--- config.mk ---
export PLATFORM = sky130hd
export DESIGN_NAME = mu_usart
export DESIGN_NICKNAME = d
export VERILOG_FILES = /design/src/hdl/mu_none.sv /design/src/hdl/mu_pkg.sv /design/src/hdl/mu_baud.sv /design/src/hdl/mu_irda.sv /design/src/hdl/mu_usart.sv
export VERILOG_INCLUDE_DIRS = /design/src /design/src/hdl
export SDC_FILE = /design/constraint.sdc
export NUM_CORES = 1
export LEC_CHECK = 0
export ABC_CLOCK_PERIOD_IN_PS = 5300
export BUFFER_PORTS_ARGS = -buffer_cell sky130_fd_sc_hd__buf_2
export CAP_MARGIN = 20
export CORE_MARGIN = 2
export CORE_UTILIZATION = 40
export CTS_CLUSTER_DIAMETER = 200
export CTS_CLUSTER_SIZE = 16
export DETAILED_ROUTE_END_ITERATION = 6
export GPL_ROUTABILITY_DRIVEN = 0
export PLACE_DENSITY = 0.64
export SYNTH_ARGS = -nofsm -noshare
export SYNTH_HDL_FRONTEND = slang
export SYNTH_SLANG_ARGS = --single-unit
--- constraint.sdc ---
create_clock -name pclk -period 5.3 [get_ports pclk]
set_input_delay 0.265 -clock pclk [delete_from_list [all_inputs] [get_ports pclk]]
set_output_delay 0.265 -clock pclk [all_outputs]
set_load 0.05 [all_outputs]
--- src/hdl/mu_params.svh ---
// Register offsets, field values and timing counts of the serial core
`ifndef MU_PARAMS_SVH
`define MU_PARAMS_SVH
// ----------------------------------------
// Register offsets
// ----------------------------------------
`define MU_OFF_STAT 8'h00
`define MU_OFF_DATA 8'h04
`define MU_OFF_BRR 8'h08
`define MU_OFF_CTRL 8'h0c
// ----------------------------------------
// Reset values, masks and the mute bit index
// ----------------------------------------
`define MU_STAT_RST 32'h0000_00c0
`define MU_STAT_W1C 32'h0000_035f
`define MU_BRR_RST 16'h0010
`define MU_CTRL_RST 32'h0000_0000
`define MU_RWU_BIT 6
// ----------------------------------------
// Timing counts in oversample ticks
// ----------------------------------------
`define MU_OSR 16'h0010
`define MU_BIT_TICKS 8'h10
`define MU_BRK_TICKS 8'hd0
`define MU_STOP_05 8'h08
`define MU_STOP_15 8'h18
`define MU_STOP_2 8'h20
`define MU_LBD10 8'ha0
`define MU_LBD11 8'hb0
`define MU_IDLE8 8'ha0
`define MU_IDLE9 8'hb0
`define MU_IR_PULSE 4'h3
`define MU_MID_LO 4'h7
`define MU_MID_HI 4'h9
`define MU_END_PH 4'hf
`define MU_STOP_PH 4'ha
// ----------------------------------------
// Stop bit codes
// ----------------------------------------
`define MU_SB_1 2'h0
`define MU_SB_05 2'h1
`define MU_SB_2 2'h2
`define MU_SB_15 2'h3
`endif

--- src/hdl/mu_none.sv ---
// Intentionally no content
`timescale 1ns/1ps

--- src/hdl/mu_pkg.sv ---
// Types of the serial core
package mu_pkg;
    typedef enum logic [2:0] {
        TX_IDLE = 3'b000,
        TX_BRK = 3'b001,
        TX_START = 3'b010,
        TX_DATA = 3'b011,
        TX_STOP = 3'b100
    } mu_tx_st_t;
    typedef enum logic [1:0] {
        RX_IDLE = 2'b00,
        RX_START = 2'b01,
        RX_DATA = 2'b10,
        RX_STOP = 2'b11
    } mu_rx_st_t;
    typedef struct packed {
        logic [7:0] rsv;
        logic [3:0] addr;
        logic dmar, dmat, ctse, rtse, clken, scen, hd, iren;
        logic [1:0] stop;
        logic lbdl, lin, sbk, rwu, wake, ps, pce, m, re, te;
    } mu_ctrl_t;
    typedef struct packed {
        logic [21:0] rsv;
        logic ctsc, lbd, txe, tc, rxne, idle, ore, ne, fe, pe;
    } mu_stat_t;
endpackage

--- src/hdl/mu_baud.sv ---
// Fractional oversample tick generator
`timescale 1ns/1ps
`include "mu_params.svh"
module mu_baud #(
    parameter int W = 16
) (
    // Clock and reset
    input wire logic pclk,
    input wire logic presetn,
    // Control
    input wire logic en,
    input wire logic [W-1:0] div,
    // Tick out
    output logic tick
);
    logic [W-1:0] acc;
    logic [W:0] sum, dv;
    assign dv = (div < W'(`MU_OSR)) ? (W+1)'(`MU_OSR) : {1'b0, div};
    assign sum = {1'b0, acc} + (W+1)'(`MU_OSR);
    always_ff @(posedge pclk or negedge presetn) begin
        if (!presetn) begin
            acc <= '0;
            tick <= 1'b0;
        end else if (!en) begin
            acc <= '0;
            tick <= 1'b0;
        end else if (sum >= dv) begin
            acc <= W'(sum - dv);
            tick <= 1'b1;
        end else begin
            acc <= W'(sum);
            tick <= 1'b0;
        end
    end
endmodule // mu_baud

--- src/hdl/mu_irda.sv ---
// Infrared pulse encoder and decoder
`timescale 1ns/1ps
`include "mu_params.svh"
module mu_irda (
    // Clock and reset
    input wire logic pclk,
    input wire logic presetn,
    // Control
    input wire logic iren,
    input wire logic tick,
    // Transmit side
    input wire logic tx_bit,
    input wire logic tx_act,
    input wire logic [3:0] ph,
    output logic tx_line,
    // Receive side
    input wire logic line_i,
    output logic rx_bit
);
    logic [4:0] hold;
    // Zero bit as short high pulse
    always_ff @(posedge pclk or negedge presetn) begin
        if (!presetn) begin
            tx_line <= 1'b1;
        end else if (iren) begin
            tx_line <= tx_act & ~tx_bit & (ph < `MU_IR_PULSE);
        end else begin
            tx_line <= tx_bit;
        end
    end
    // Pulse stretched to a full low bit
    always_ff @(posedge pclk or negedge presetn) begin
        if (!presetn) begin
            hold <= 5'h00;
        end else if (iren && line_i) begin
            hold <= 5'h10;
        end else if (tick && hold != 5'h00) begin
            hold <= hold - 5'h01;
        end
    end
    assign rx_bit = iren ? (hold == 5'h00) : line_i;
endmodule // mu_irda

--- src/hdl/mu_usart.sv ---
// Multimode serial receiver and transmitter with APB registers
// Notes on behaviour
// Word length of 8 or 9 bits for transmit and receive.
// One or two stop bits sent and expected; the receiver checks only the first stop bit.
// Smart card mode adds half and one and a half stop bits.
// In LIN mode a break is sent on request.
// A sent break is 13 bit times low.
// LIN receiver flags a low of 10 or 11 bit times.
// Infrared zero is a pulse of 3/16 bit; decoder accepts it.
// One fractional divider sets the common bit rate.
// Transmitter and receiver enable separately.
// Unmatched address puts receiver silent, hiding its events; the code still sets the LIN break flag lbd while silent.
// Silence ends by address mark bit or idle line, selectable.
// Overrun, noise, framing and parity errors are flagged.
// Ten flagged event sources.
// Flags for receive full, transmit empty, transmission complete.
// Parity appended on send and checked on receive.
// Synchronous mode drives a clock with data bits.
// CTS pauses sending; RTS released when receive data is unread.
// Half duplex shares one line, driven only while sending.
// DMA requests for transmit empty and receive full.
// Smart card uses the single half duplex line.
// Low start bit, data LSB first, idle line high.
// Idle flag after one character time high following activity.
`timescale 1ns/1ps
`include "mu_params.svh"
module mu_usart
    import mu_pkg::*;
(
    // Clock and reset
    input wire logic pclk,
    input wire logic presetn,
    // APB slave
    input wire logic psel,
    input wire logic penable,
    input wire logic pwrite,
    input wire logic [7:0] paddr,
    input wire logic [31:0] pwdata,
    output logic [31:0] prdata,
    output logic pready,
    output logic pslverr,
    // Serial lines
    input wire logic rxd,
    input wire logic txd_i,
    output logic txd_o,
    output logic txd_oe,
    output logic ser_clk,
    input wire logic cts_n,
    output logic rts_n,
    // DMA requests
    output logic dma_tx_req,
    output logic dma_rx_req
);
    mu_ctrl_t ctrl;
    mu_stat_t stat, st_set, st_clr;
    mu_tx_st_t tx_st;
    mu_rx_st_t rx_st;
    logic [15:0] brr;
    logic [31:0] ctrl_rd;
    logic [8:0] tx_buf, tx_sh, tx_load, rx_sh, rx_w, rx_data;
    logic [7:0] tx_ph, tx_lim, stop_lim, idle_cnt, low_cnt, brk_cnt;
    logic [3:0] nb, tx_cnt, rx_ph, rx_cnt, dec_ph;
    logic [2:0] smp;
    logic wr, rd, ok, data_wr, data_rd, tick, mute, cts_d, cts_ok;
    logic tx_bit, tx_end, tx_go, tc_ev, brk_done, rx_line, rx_bit;
    logic rx_ev, rx_done, maj, noisy, nz, armed, msb, hit, deliver;
    logic idle_arm, idle_hit, lbd_hit;
    // ----------------------------------------
    // APB access
    // ----------------------------------------
    assign wr = psel & penable & pwrite;
    assign rd = psel & penable & ~pwrite;
    assign ok = (paddr == `MU_OFF_STAT) || (paddr == `MU_OFF_DATA) ||
        (paddr == `MU_OFF_BRR) || (paddr == `MU_OFF_CTRL);
    assign pready = 1'b1;
    assign pslverr = psel & penable & ~ok;
    assign data_wr = wr && paddr == `MU_OFF_DATA;
    assign data_rd = rd && paddr == `MU_OFF_DATA;
    assign ctrl_rd = {ctrl[31:7], mute, ctrl[5:0]};
    // Read data captured in setup phase
    always_ff @(posedge pclk or negedge presetn) begin
        if (!presetn) begin
            prdata <= 32'h0000_0000;
        end else if (psel && !penable && !pwrite) begin
            if (paddr == `MU_OFF_STAT) begin
                prdata <= stat;
            end else if (paddr == `MU_OFF_DATA) begin
                prdata <= {23'h0, rx_data};
            end else if (paddr == `MU_OFF_BRR) begin
                prdata <= {16'h0000, brr};
            end else if (paddr == `MU_OFF_CTRL) begin
                prdata <= ctrl_rd;
            end else begin
                prdata <= 32'h0000_0000;
            end
        end
    end
    // Control and divider registers
    always_ff @(posedge pclk or negedge presetn) begin
        if (!presetn) begin
            ctrl <= `MU_CTRL_RST;
            brr <= `MU_BRR_RST;
        end else begin
            if (wr && paddr == `MU_OFF_CTRL) begin
                ctrl <= pwdata;
            end else if (brk_done) begin
                ctrl.sbk <= 1'b0;
            end
            if (wr && paddr == `MU_OFF_BRR) begin
                brr <= pwdata[15:0];
            end
        end
    end
    always_ff @(posedge pclk or negedge presetn) begin
        if (!presetn) begin
            tx_buf <= 9'h000;
        end else if (data_wr) begin
            tx_buf <= pwdata[8:0];
        end
    end
    // ----------------------------------------
    // Bit rate and infrared coding
    // ----------------------------------------
    mu_baud #(.W(16)) u_baud (
        .pclk(pclk),
        .presetn(presetn),
        .en(ctrl.te | ctrl.re),
        .div(brr),
        .tick(tick)
    );
    assign rx_line = (ctrl.hd | ctrl.scen) ? txd_i : rxd;
    mu_irda u_irda (
        .pclk(pclk),
        .presetn(presetn),
        .iren(ctrl.iren),
        .tick(tick),
        .tx_bit(tx_bit),
        .tx_act(tx_st != TX_IDLE),
        .ph(tx_ph[3:0]),
        .tx_line(txd_o),
        .line_i(rx_line),
        .rx_bit(rx_bit)
    );
    // ----------------------------------------
    // Transmitter
    // ----------------------------------------
    assign nb = ctrl.m ? 4'h9 : 4'h8;
    always_comb begin
        case (ctrl.stop)
            `MU_SB_05: stop_lim = ctrl.scen ? `MU_STOP_05 : `MU_BIT_TICKS;
            `MU_SB_2: stop_lim = `MU_STOP_2;
            `MU_SB_15: stop_lim = ctrl.scen ? `MU_STOP_15 : `MU_STOP_2;
            default: stop_lim = `MU_BIT_TICKS;
        endcase
    end
    always_comb begin
        case (tx_st)
            TX_BRK: tx_lim = `MU_BRK_TICKS;
            TX_STOP: tx_lim = stop_lim;
            default: tx_lim = `MU_BIT_TICKS;
        endcase
    end
    always_comb begin
        if (!ctrl.pce) begin
            tx_load = ctrl.m ? tx_buf : {1'b0, tx_buf[7:0]};
        end else if (ctrl.m) begin
            tx_load = {^tx_buf[7:0] ^ ctrl.ps, tx_buf[7:0]};
        end else begin
            tx_load = {1'b0, ^tx_buf[6:0] ^ ctrl.ps, tx_buf[6:0]};
        end
    end
    always_comb begin
        case (tx_st)
            TX_DATA: tx_bit = tx_sh[0];
            TX_START: tx_bit = 1'b0;
            TX_BRK: tx_bit = 1'b0;
            default: tx_bit = 1'b1;
        endcase
    end
    assign cts_ok = !ctrl.ctse || !cts_n;
    assign tx_end = tick && tx_ph == tx_lim - 8'h01;
    assign tx_go = tx_st == TX_IDLE && ctrl.te && !(ctrl.sbk && ctrl.lin) &&
        !stat.txe && cts_ok;
    assign tc_ev = tx_end && tx_st == TX_STOP && stat.txe;
    assign brk_done = tx_end && tx_st == TX_BRK;
    always_ff @(posedge pclk or negedge presetn) begin
        if (!presetn) begin
            tx_st <= TX_IDLE;
            tx_ph <= 8'h00;
            tx_cnt <= 4'h0;
            tx_sh <= 9'h000;
        end else if (tx_st == TX_IDLE) begin
            tx_ph <= 8'h00;
            tx_cnt <= 4'h0;
            if (ctrl.te && ctrl.sbk && ctrl.lin) begin
                tx_st <= TX_BRK;
            end else if (tx_go) begin
                tx_st <= TX_START;
                tx_sh <= tx_load;
            end
        end else if (tx_end) begin
            tx_ph <= 8'h00;
            case (tx_st)
                TX_START: tx_st <= TX_DATA;
                TX_DATA: begin
                    tx_sh <= {1'b1, tx_sh[8:1]};
                    tx_cnt <= tx_cnt + 4'h1;
                    if (tx_cnt == nb - 4'h1) begin
                        tx_st <= TX_STOP;
                    end
                end
                TX_BRK: tx_st <= TX_STOP;
                default: tx_st <= TX_IDLE;
            endcase
        end else if (tick) begin
            tx_ph <= tx_ph + 8'h01;
        end
    end
    // Pin outputs
    always_ff @(posedge pclk or negedge presetn) begin
        if (!presetn) begin
            txd_oe <= 1'b0;
            ser_clk <= 1'b0;
            rts_n <= 1'b0;
            cts_d <= 1'b1;
        end else begin
            txd_oe <= (ctrl.hd || ctrl.scen) ? tx_st != TX_IDLE : 1'b1;
            ser_clk <= ctrl.clken && tx_st == TX_DATA && tx_ph[3];
            rts_n <= ctrl.rtse && stat.rxne;
            cts_d <= cts_n;
        end
    end
    assign dma_tx_req = ctrl.dmat & stat.txe;
    assign dma_rx_req = ctrl.dmar & stat.rxne;
    // ----------------------------------------
    // Receiver
    // ----------------------------------------
    assign maj = (smp[0] & smp[1]) | (smp[1] & smp[2]) | (smp[0] & smp[2]);
    assign noisy = |smp && !(&smp);
    assign dec_ph = (rx_st == RX_STOP) ? `MU_STOP_PH : `MU_END_PH;
    assign rx_ev = tick && rx_st != RX_IDLE && rx_ph == dec_ph;
    assign rx_done = rx_ev && rx_st == RX_STOP;
    assign rx_w = ctrl.m ? rx_sh : {1'b0, rx_sh[8:1]};
    assign msb = ctrl.m ? rx_w[8] : rx_w[7];
    assign hit = rx_w[3:0] == ctrl.addr;
    assign deliver = rx_done && !mute && !(ctrl.wake && msb && !hit);
    always_ff @(posedge pclk or negedge presetn) begin
        if (!presetn) begin
            rx_st <= RX_IDLE;
            rx_ph <= 4'h0;
            rx_cnt <= 4'h0;
            rx_sh <= 9'h000;
            smp <= 3'h7;
            nz <= 1'b0;
            armed <= 1'b0;
        end else if (rx_st == RX_IDLE) begin
            rx_ph <= 4'h0;
            rx_cnt <= 4'h0;
            nz <= 1'b0;
            armed <= rx_bit | (armed & ctrl.re);
            if (ctrl.re && armed && !rx_bit) begin
                rx_st <= RX_START;
                armed <= 1'b0;
            end
        end else if (tick) begin
            rx_ph <= rx_ph + 4'h1;
            if (rx_ph >= `MU_MID_LO && rx_ph <= `MU_MID_HI) begin
                smp <= {smp[1:0], rx_bit};
            end
            if (rx_ev) begin
                rx_ph <= 4'h0;
                nz <= nz | noisy;
                case (rx_st)
                    RX_START: rx_st <= maj ? RX_IDLE : RX_DATA;
                    RX_DATA: begin
                        rx_sh <= {maj, rx_sh[8:1]};
                        rx_cnt <= rx_cnt + 4'h1;
                        if (rx_cnt == nb - 4'h1) begin
                            rx_st <= RX_STOP;
                        end
                    end
                    default: rx_st <= RX_IDLE;
                endcase
            end
        end
    end
    always_ff @(posedge pclk or negedge presetn) begin
        if (!presetn) begin
            rx_data <= 9'h000;
        end else if (deliver && !(stat.rxne && !data_rd)) begin
            rx_data <= rx_w;
        end
    end
    // Silent mode
    always_ff @(posedge pclk or negedge presetn) begin
        if (!presetn) begin
            mute <= 1'b0;
        end else if (wr && paddr == `MU_OFF_CTRL) begin
            mute <= pwdata[`MU_RWU_BIT];
        end else if (rx_done && ctrl.wake && msb) begin
            mute <= !hit;
        end else if (idle_hit && !ctrl.wake) begin
            mute <= 1'b0;
        end
    end
    // Idle line and break timing
    assign idle_hit = tick && idle_arm && rx_st == RX_IDLE && rx_bit &&
        idle_cnt == (ctrl.m ? `MU_IDLE9 : `MU_IDLE8) - 8'h01;
    assign lbd_hit = ctrl.lin && tick && !rx_bit &&
        low_cnt == (ctrl.lbdl ? `MU_LBD11 : `MU_LBD10) - 8'h01;
    always_ff @(posedge pclk or negedge presetn) begin
        if (!presetn) begin
            idle_cnt <= 8'h00;
            idle_arm <= 1'b0;
            low_cnt <= 8'h00;
        end else begin
            if (rx_st != RX_IDLE || !rx_bit) begin
                idle_cnt <= 8'h00;
            end else if (tick && idle_cnt != 8'hff) begin
                idle_cnt <= idle_cnt + 8'h01;
            end
            if (rx_done) begin
                idle_arm <= 1'b1;
            end else if (idle_hit) begin
                idle_arm <= 1'b0;
            end
            if (rx_bit) begin
                low_cnt <= 8'h00;
            end else if (tick && low_cnt != 8'hff) begin
                low_cnt <= low_cnt + 8'h01;
            end
        end
    end
    // ----------------------------------------
    // Status flags
    // ----------------------------------------
    always_comb begin
        st_set = '0;
        st_clr = '0;
        st_set.pe = deliver && ctrl.pce && (^rx_w != ctrl.ps);
        st_set.fe = deliver && !maj;
        st_set.ne = deliver && (nz || noisy);
        st_set.ore = deliver && stat.rxne && !data_rd;
        st_set.rxne = deliver && !(stat.rxne && !data_rd);
        st_set.idle = idle_hit && !mute;
        st_set.txe = tx_go;
        st_set.tc = tc_ev;
        st_set.lbd = lbd_hit;
        st_set.ctsc = cts_d != cts_n;
        if (wr && paddr == `MU_OFF_STAT) begin
            st_clr = pwdata & `MU_STAT_W1C;
        end
        st_clr.txe = data_wr;
        st_clr.tc = st_clr.tc | data_wr;
        st_clr.rxne = data_rd;
    end
    // Set wins over clear
    always_ff @(posedge pclk or negedge presetn) begin
        if (!presetn) begin
            stat <= `MU_STAT_RST;
        end else begin
            stat <= mu_stat_t'((stat & ~st_clr) | st_set);
        end
    end
    // ----------------------------------------
    // Assertions
    // ----------------------------------------
    always_ff @(posedge pclk or negedge presetn) begin
        if (!presetn) begin
            brk_cnt <= 8'h00;
        end else if (tx_st != TX_BRK) begin
            brk_cnt <= 8'h00;
        end else if (tick) begin
            brk_cnt <= brk_cnt + 8'h01;
        end
    end
endmodule // mu_usart

==> impl_metrics.json, run 1 <==
{
  "synth_cell_types": 74,
  "grt_pass1_wl_mm": 38.8,
  "clock_skew_ps": 11.2,
  "syn_area_um2": 10300,
  "slew_headroom_pct": 27.8,
  "r2r_cells": 12,
  "yosys_warnings": 0,
  "die_x_um": 165,
  "antenna_cells": 0,
  "fin_crit_sh_pct": 65.6,
  "r2r_start": "brr[15]$_DFFE_PN0P_",
  "r2r_slack_ps": 1830,
  "utilization_pct": 46.4,
  "synthAdderAreaFrac_pct": 4.16,
  "drcViolationCount": 0,
  "post-place-cells": 1366,
  "ys.flop_type": "dfrtp_1",
  "rsz0062_at_grt": "false",
  "synth_compound_area_share_pct": 9.98,
  "clock_path_buffers": 2,
  "p_per_area_nw_per_um2": 261,
  "routedWlPerCell_um": 17.1,
  "finalNetCount": 1139,
  "num_rows": 58,
  "synthMuxAreaShare_pct": 12.8,
  "firstDrtPassIters": 6,
  "ys_ff_latch": 200,
  "start_util_pct": 41.0,
  "hold_viol": 0,
  "cp-start-kind": "flip-flop",
  "synth_common_cells": "dfrtp_1 (192), nand2_1 (110), nor2_1 (74)",
  "dp_hpwl_mm": 17.1,
  "synth-edff-count": 0,
  "fill_cells": 2416,
  "drtAntennaViolNets": 0,
  "whs_endpoint": "brr[14]$_DFFE_PN0P_",
  "yosys.area.top_type": "dfrtp_1",
  "synthArstFlopShare_pct": 100,
  "power_mw": 3.06,
  "min_path_cells": 3,
  "cts_tree": "built",
  "cts_sinks": 200,
  "syn_inst": 980,
  "insertion_delay_ps": 440,
  "p_leak_nw": 5.55,
  "cp_common_cell": "nor2b_1",
  "setup_viol": 0,
  "crit_type": "flip-flop to flip-flop",
  "drt-total-wl_mm": 23.9,
  "core_area_um2": 25300,
  "place_ws_ps": 1940,
  "drive_gt1_share_pct": 21.0,
  "worst_pin_slew_ps": 1080,
  "tritoncts.num_buffers": 17,
  "path_cells": "nor4_1, nand3_1, nand2_1, ha_1, nor2b_1, o21ai_0, a31oi_1, o21bai_1, nand4b_1, buf_4, nor2b_1, o2bb2ai_1",
  "outcome": "finished clean",
  "ys_top_cells_by_area": "dfrtp_1 (46%), mux2_2 (7.2%), nand2_1 (4.0%)",
  "hold_class": "input port to flip-flop",
  "fmax_mhz": 288,
  "arrival_ps": 3800,
  "stdcell_count": 1401,
  "synthSimpleGateAreaFrac_pct": 14.7,
  "crit_fanout": 23,
  "clk_pin_slew_ps": 80,
  "synth_top_family_by_area": "simple AND/OR/NAND/NOR gates",
  "gr-usage-all-layers_pct": 18.5,
  "end_kind": "flip-flop",
  "port_buffers": 86,
  "vias_per_cell": 5.32,
  "yosysMostFrequentCell": "dfrtp_1",
  "slowest_stage": "nor4_1",
  "area_growth_pct": 13.3,
  "dieArea_um2": 27200,
  "drtIter0Drc": 488,
  "required_ps": 5620,
  "final_area_um2": 11700,
  "grt_pass1_vias": 7297,
  "dpl_cell_area_um2": 11100,
  "vdd_drop_max_v": 0.000218,
  "slew_viol_final": 0,
  "syn-num-nets": 1061,
  "worst_slack_ps": 1830,
  "grt_max_degree": 168,
  "die_height_um": 165,
  "io_pins": 88,
  "num_vias": 7457,
  "syn_avg_cell_area_um2": 10.6,
  "cap_violations": 0,
  "htree_num_levels": 4,
  "hold_slack_ps": 42.1,
  "antenna_found_initial": 0,
  "synthXorXnorAreaFrac_pct": 6.60,
  "critPathMaxStageDelay_ps": 610,
  "tns_ps": 0,
  "root_buffer": "clkbuf_16",
  "synth_top_area_share_pct": 46.4,
  "grt_remaining_overflow": 0,
  "r2r-end": "u_baud.acc[11]$_DFF_PN0_",
  "worstHoldStart": "pwdata[14]",
  "period_needed_ps": 3470,
  "yosysSeqAreaShare_pct": 48.5
}
## critical path, delay by kind of cell, from the launching register on
kind	cells	cell delay, ps
AOI/OAI and AO/OA	4	880
DFF	1	410
adders and majority gates	1	250
and+or+nand+nor	6	1560
buffers and inverters	1	240
## power breakdown
| group | total, mW | switching, mW | internal (mW) |
|---|---|---|---|
| Sequential | 1.56 | 0.0186 | 1.54 |
| Clock | 1.34 | 0.659 | 0.679 |
| Combinational | 0.160 | 0.103 | 0.0566 |
## flip-flops by register name, summed over array words and instances (netlist names), 5 cells and up
signal,flops
brr,16
ctrl,31
idle_cnt,8
low_cnt,8
prdata,32
rx_data,9
rx_sh,9
stat,10
tx_buf,9
tx_ph,8
tx_sh,9
u_baud.acc,16
u_irda.hold,5
## cell families (layout without fill, tap and decap cells)
kind of cell / after synthesis / in the layout
AND/OR/NAND/NOR: 315 / 315
buffers and inverters: 80 / 171
AO/OA/AOI/OAI: 160 / 160
multiplexers: 112 / 112
XOR/XNOR: 78 / 78
flip-flops: 200 / 200
adder cells (fa/ha/maj): 34 / 34
other: 1 / 1
## area by class of cell
class	count	area, um^2	share of cell area [%]
sequential	200	5010	42.8
timing repair buffer	97	543	4.63
clock inverter	15	174	1.48
multi-input combinational	700	5000	42.6
clock buffer	17	425	3.63
tap	330	413	3.52
inverter	42	158	1.34
## repair_timing
item                                   4_1_cts  5_1_grt
hold buffers                                 2        0
endpoints found under the hold margin       34        0
buffers inserted                             0        0
resized for setup                            0        0
## layer usage
layer	vias up	track usage [%]	part of all wire (%)	wire length [um]
li1	3604	-	-	-
met1	3660	25.5	48	11500
met2	169	29.9	46	11100
met3	24	3.69	4.5	1090
met4	0	4.66	1.4	338
met5	-	0	0	0
## placed cells by master, fill, tap and decap left out, types with 6 or more instances in the layout
cell / n
a22o_1: 16
buf_4: 7
nand3b_1: 6
nand2_1: 110
clkbuf_16: 17
mux4_2: 9
xor2_1: 31
a31oi_1: 11
dfrtp_1: 192
dfstp_2: 8
ha_1: 32
mux2i_1: 35
nor4_1: 6
xnor2_1: 47
nor3_1: 9
nor2b_1: 7
nand4_1: 15
buf_2: 85
mux2_2: 66
a211oi_1: 8
a21oi_1: 25
inv_1: 42
inv_8: 6
o21ai_0: 63
nor2_1: 74
nand2b_1: 8
and3_1: 10
nand3_1: 35
## worst max path at each step
stage                                  startpoint                  endpoint  slack [ps]  cells after the start
final                         brr[15]$_DFFE_PN0P_  u_baud.acc[11]$_DFF_PN0_        1830                     12
after detailed placement      brr[14]$_DFFE_PN0P_  u_baud.acc[11]$_DFF_PN0_        1940                     12
after CTS                     brr[15]$_DFFE_PN0P_  u_baud.acc[11]$_DFF_PN0_        1860                     12
after global routing          brr[14]$_DFFE_PN0P_  u_baud.acc[11]$_DFF_PN0_        1530                     12
after floorplan           u_baud.acc[4]$_DFF_PN0_  u_baud.acc[15]$_DFF_PN0_        2370                     13
after global placement        brr[14]$_DFFE_PN0P_  u_baud.acc[11]$_DFF_PN0_        1900                     12
Power figures use the tool's default switching activity.
==> inputs of run 2 (changes only) <==
- ABC_CLOCK_PERIOD_IN_PS: 5300 -> 2800
- PLACE_DENSITY: 0.64 -> 0.66
- clock period: 5.3 -> 2.8 ns (I/O delays scaled with it)
==> impl_metrics.json, run 2 (synthesized netlist as in run 1, its figures left out) <==
{
  "arrival_ps": 3260,
  "outcome": "finished with violations",
  "clock_path_buffers": 2,
  "num_vias": 7789,
  "drive_gt1_share_pct": 27.5,
  "slew_headroom_pct": 59.3,
  "routedWlPerCell_um": 16.7,
  "antenna_found_initial": 2,
  "min_path_cells": 3,
  "r2r_slack_ps": -130,
  "gr-usage-all-layers_pct": 19.0,
  "r2r_cells": 13,
  "setup_viol": 17,
  "start_util_pct": 41.0,
  "final_area_um2": 12700,
  "clock_skew_ps": 12.8,
  "place_ws_ps": -75.8,
  "die_height_um": 165,
  "grt_pass1_wl_mm": 40.2,
  "comb_power_share_pct": 6.1,
  "period_needed_ps": 2930,
  "tns_ps": -1600,
  "stdcell_count": 1489,
  "seqPwrFrac_pct": 49.8,
  "insertion_delay_ps": 450,
  "drcViolationCount": 0,
  "vias_per_cell": 5.23,
  "p_leak_nw": 6.04,
  "drtAntennaViolNets": 0,
  "dpl_cell_area_um2": 11500,
  "drt-total-wl_mm": 24.8,
  "drtIter0Drc": 531,
  "hold_viol": 0,
  "p_sw_mw": 1.60,
  "firstDrtPassIters": 5,
  "reg_top3": "prdata: 32 flops, ctrl: 31 flops",
  "required_ps": 3130,
  "num_rows": 58,
  "cts_sinks": 200,
  "dieArea_um2": 27200,
  "swShare_pct": 27.0,
  "dp_hpwl_mm": 17.9,
  "r2r_start": "u_baud.acc[5]$_DFF_PN0_",
  "largest_reg_flops": 32,
  "worst_pin_slew_ps": 611,
  "crit_type": "flip-flop to flip-flop",
  "final_cell_mix": "dfrtp_1 (192), nand2_1 (106), buf_2 (85), nor2_1 (73)",
  "clk_pin_slew_ps": 80,
  "hold_class": "input port to flip-flop",
  "finalNetCount": 1227,
  "tritoncts.num_buffers": 17,
  "core_area_um2": 25300,
  "htree_num_levels": 4,
  "power_mw": 5.94,
  "cts_tree": "built",
  "root_buffer": "clkbuf_16",
  "hold_slack_ps": 5.20,
  "grt_max_degree": 75,
  "internal_power_mw": 4.34,
  "grt_remaining_overflow": 0,
  "r2r-end": "u_baud.acc[6]$_DFF_PN0_",
  "p_per_area_nw_per_um2": 468,
  "crit_fanout": 8,
  "worst_slack_ps": -126,
  "rsz0062_at_grt": "true",
  "utilization_pct": 50.3,
  "port_buffers": 86,
  "cap_violations": 0,
  "failed_checks": "setup timing",
  "end_kind": "flip-flop",
  "area_growth_pct": 22.8,
  "top_register": "prdata",
  "fmax_mhz": 342,
  "vdd_drop_max_v": 0.000478,
  "io_pins": 88,
  "pwr-share-clk_pct": 44.2,
  "grt_pass1_vias": 7613,
  "fin_crit_sh_pct": 105,
  "final_common_cell": "dfrtp_1",
  "whs_endpoint": "brr[8]$_DFFE_PN0P_",
  "post-place-cells": 1419,
  "slew_viol_final": 0,
  "antenna_cells": 0,
  "die_x_um": 165,
  "cp-start-kind": "flip-flop",
  "worstHoldStart": "pwdata[8]"
}
## run 2: worst max path at each step
stage / cells past startpoint / startpoint / slack [ps] / end
finish: 13 / u_baud.acc[5]$_DFF_PN0_ / -130 / u_baud.acc[6]$_DFF_PN0_
global placement: 13 / brr[14]$_DFFE_PN0P_ / -2 / u_baud.acc[11]$_DFF_PN0_
detailed placement: 13 / u_baud.acc[5]$_DFF_PN0_ / -80 / u_baud.acc[9]$_DFF_PN0_
floorplan: 13 / u_baud.acc[4]$_DFF_PN0_ / -7 / u_baud.acc[10]$_DFF_PN0_
CTS: 13 / u_baud.acc[5]$_DFF_PN0_ / -30 / u_baud.acc[6]$_DFF_PN0_
global route: 13 / u_baud.acc[4]$_DFF_PN0_ / -260 / u_baud.acc[6]$_DFF_PN0_
## run 2: routing by layer
metal | share of wire [%] | global-route usage (%) | vias to the layer above
li1 | - | - | 3790
met1 | 48 | 26.6 | 3798
met2 | 46 | 30.6 | 176
met3 | 4.7 | 3.74 | 25
met4 | 1.4 | 4.51 | 0
met5 | 0 | 0 | -
## run 2: what timing repair did
item,4_1_cts,5_1_grt
buffers inserted,3,6
hold buffers,27,0
resized for setup,15,19
cloned,1,0
setup endpoints to repair,17,19
hold endpoints to repair,99,0
pin swaps,10,7
## run 2: area by class of cell
class / instances / area, um^2
multi-input combinational: 700 / 5180
sequential: 200 / 5010
inverter: 42 / 158
timing repair buffer: 185 / 1280
clock buffer: 17 / 425
clock inverter: 15 / 228
fill: 2228 / 12500
tap: 330 / 413
## run 2: critical path, cell delays in order (launching register included)
cell and delay (ps):
dfrtp_1 390, ha_2 190, and4_1 190, and3_4 220, nand2_2 60, xnor2_2 160
ha_4 300, nand2_2 70, nor4b_1 410, o31ai_2 130, nand4b_1 230, buf_6 210
mux2i_1 200, nor2_1 50
## run 2: power by group through the flow
| stage | combinational [mW] | sequential (mW) | clock, mW |
|---|---|---|---|
| floorplan | 0.150 | 3.01 | 0 |
| global placement | 0.325 | 3.01 | 0 |
| detailed placement | 0.329 | 3.01 | 0 |
| CTS | 0.361 | 2.95 | 2.69 |
| global route | 0.403 | 2.96 | 2.83 |
| finish | 0.360 | 2.96 | 2.62 |
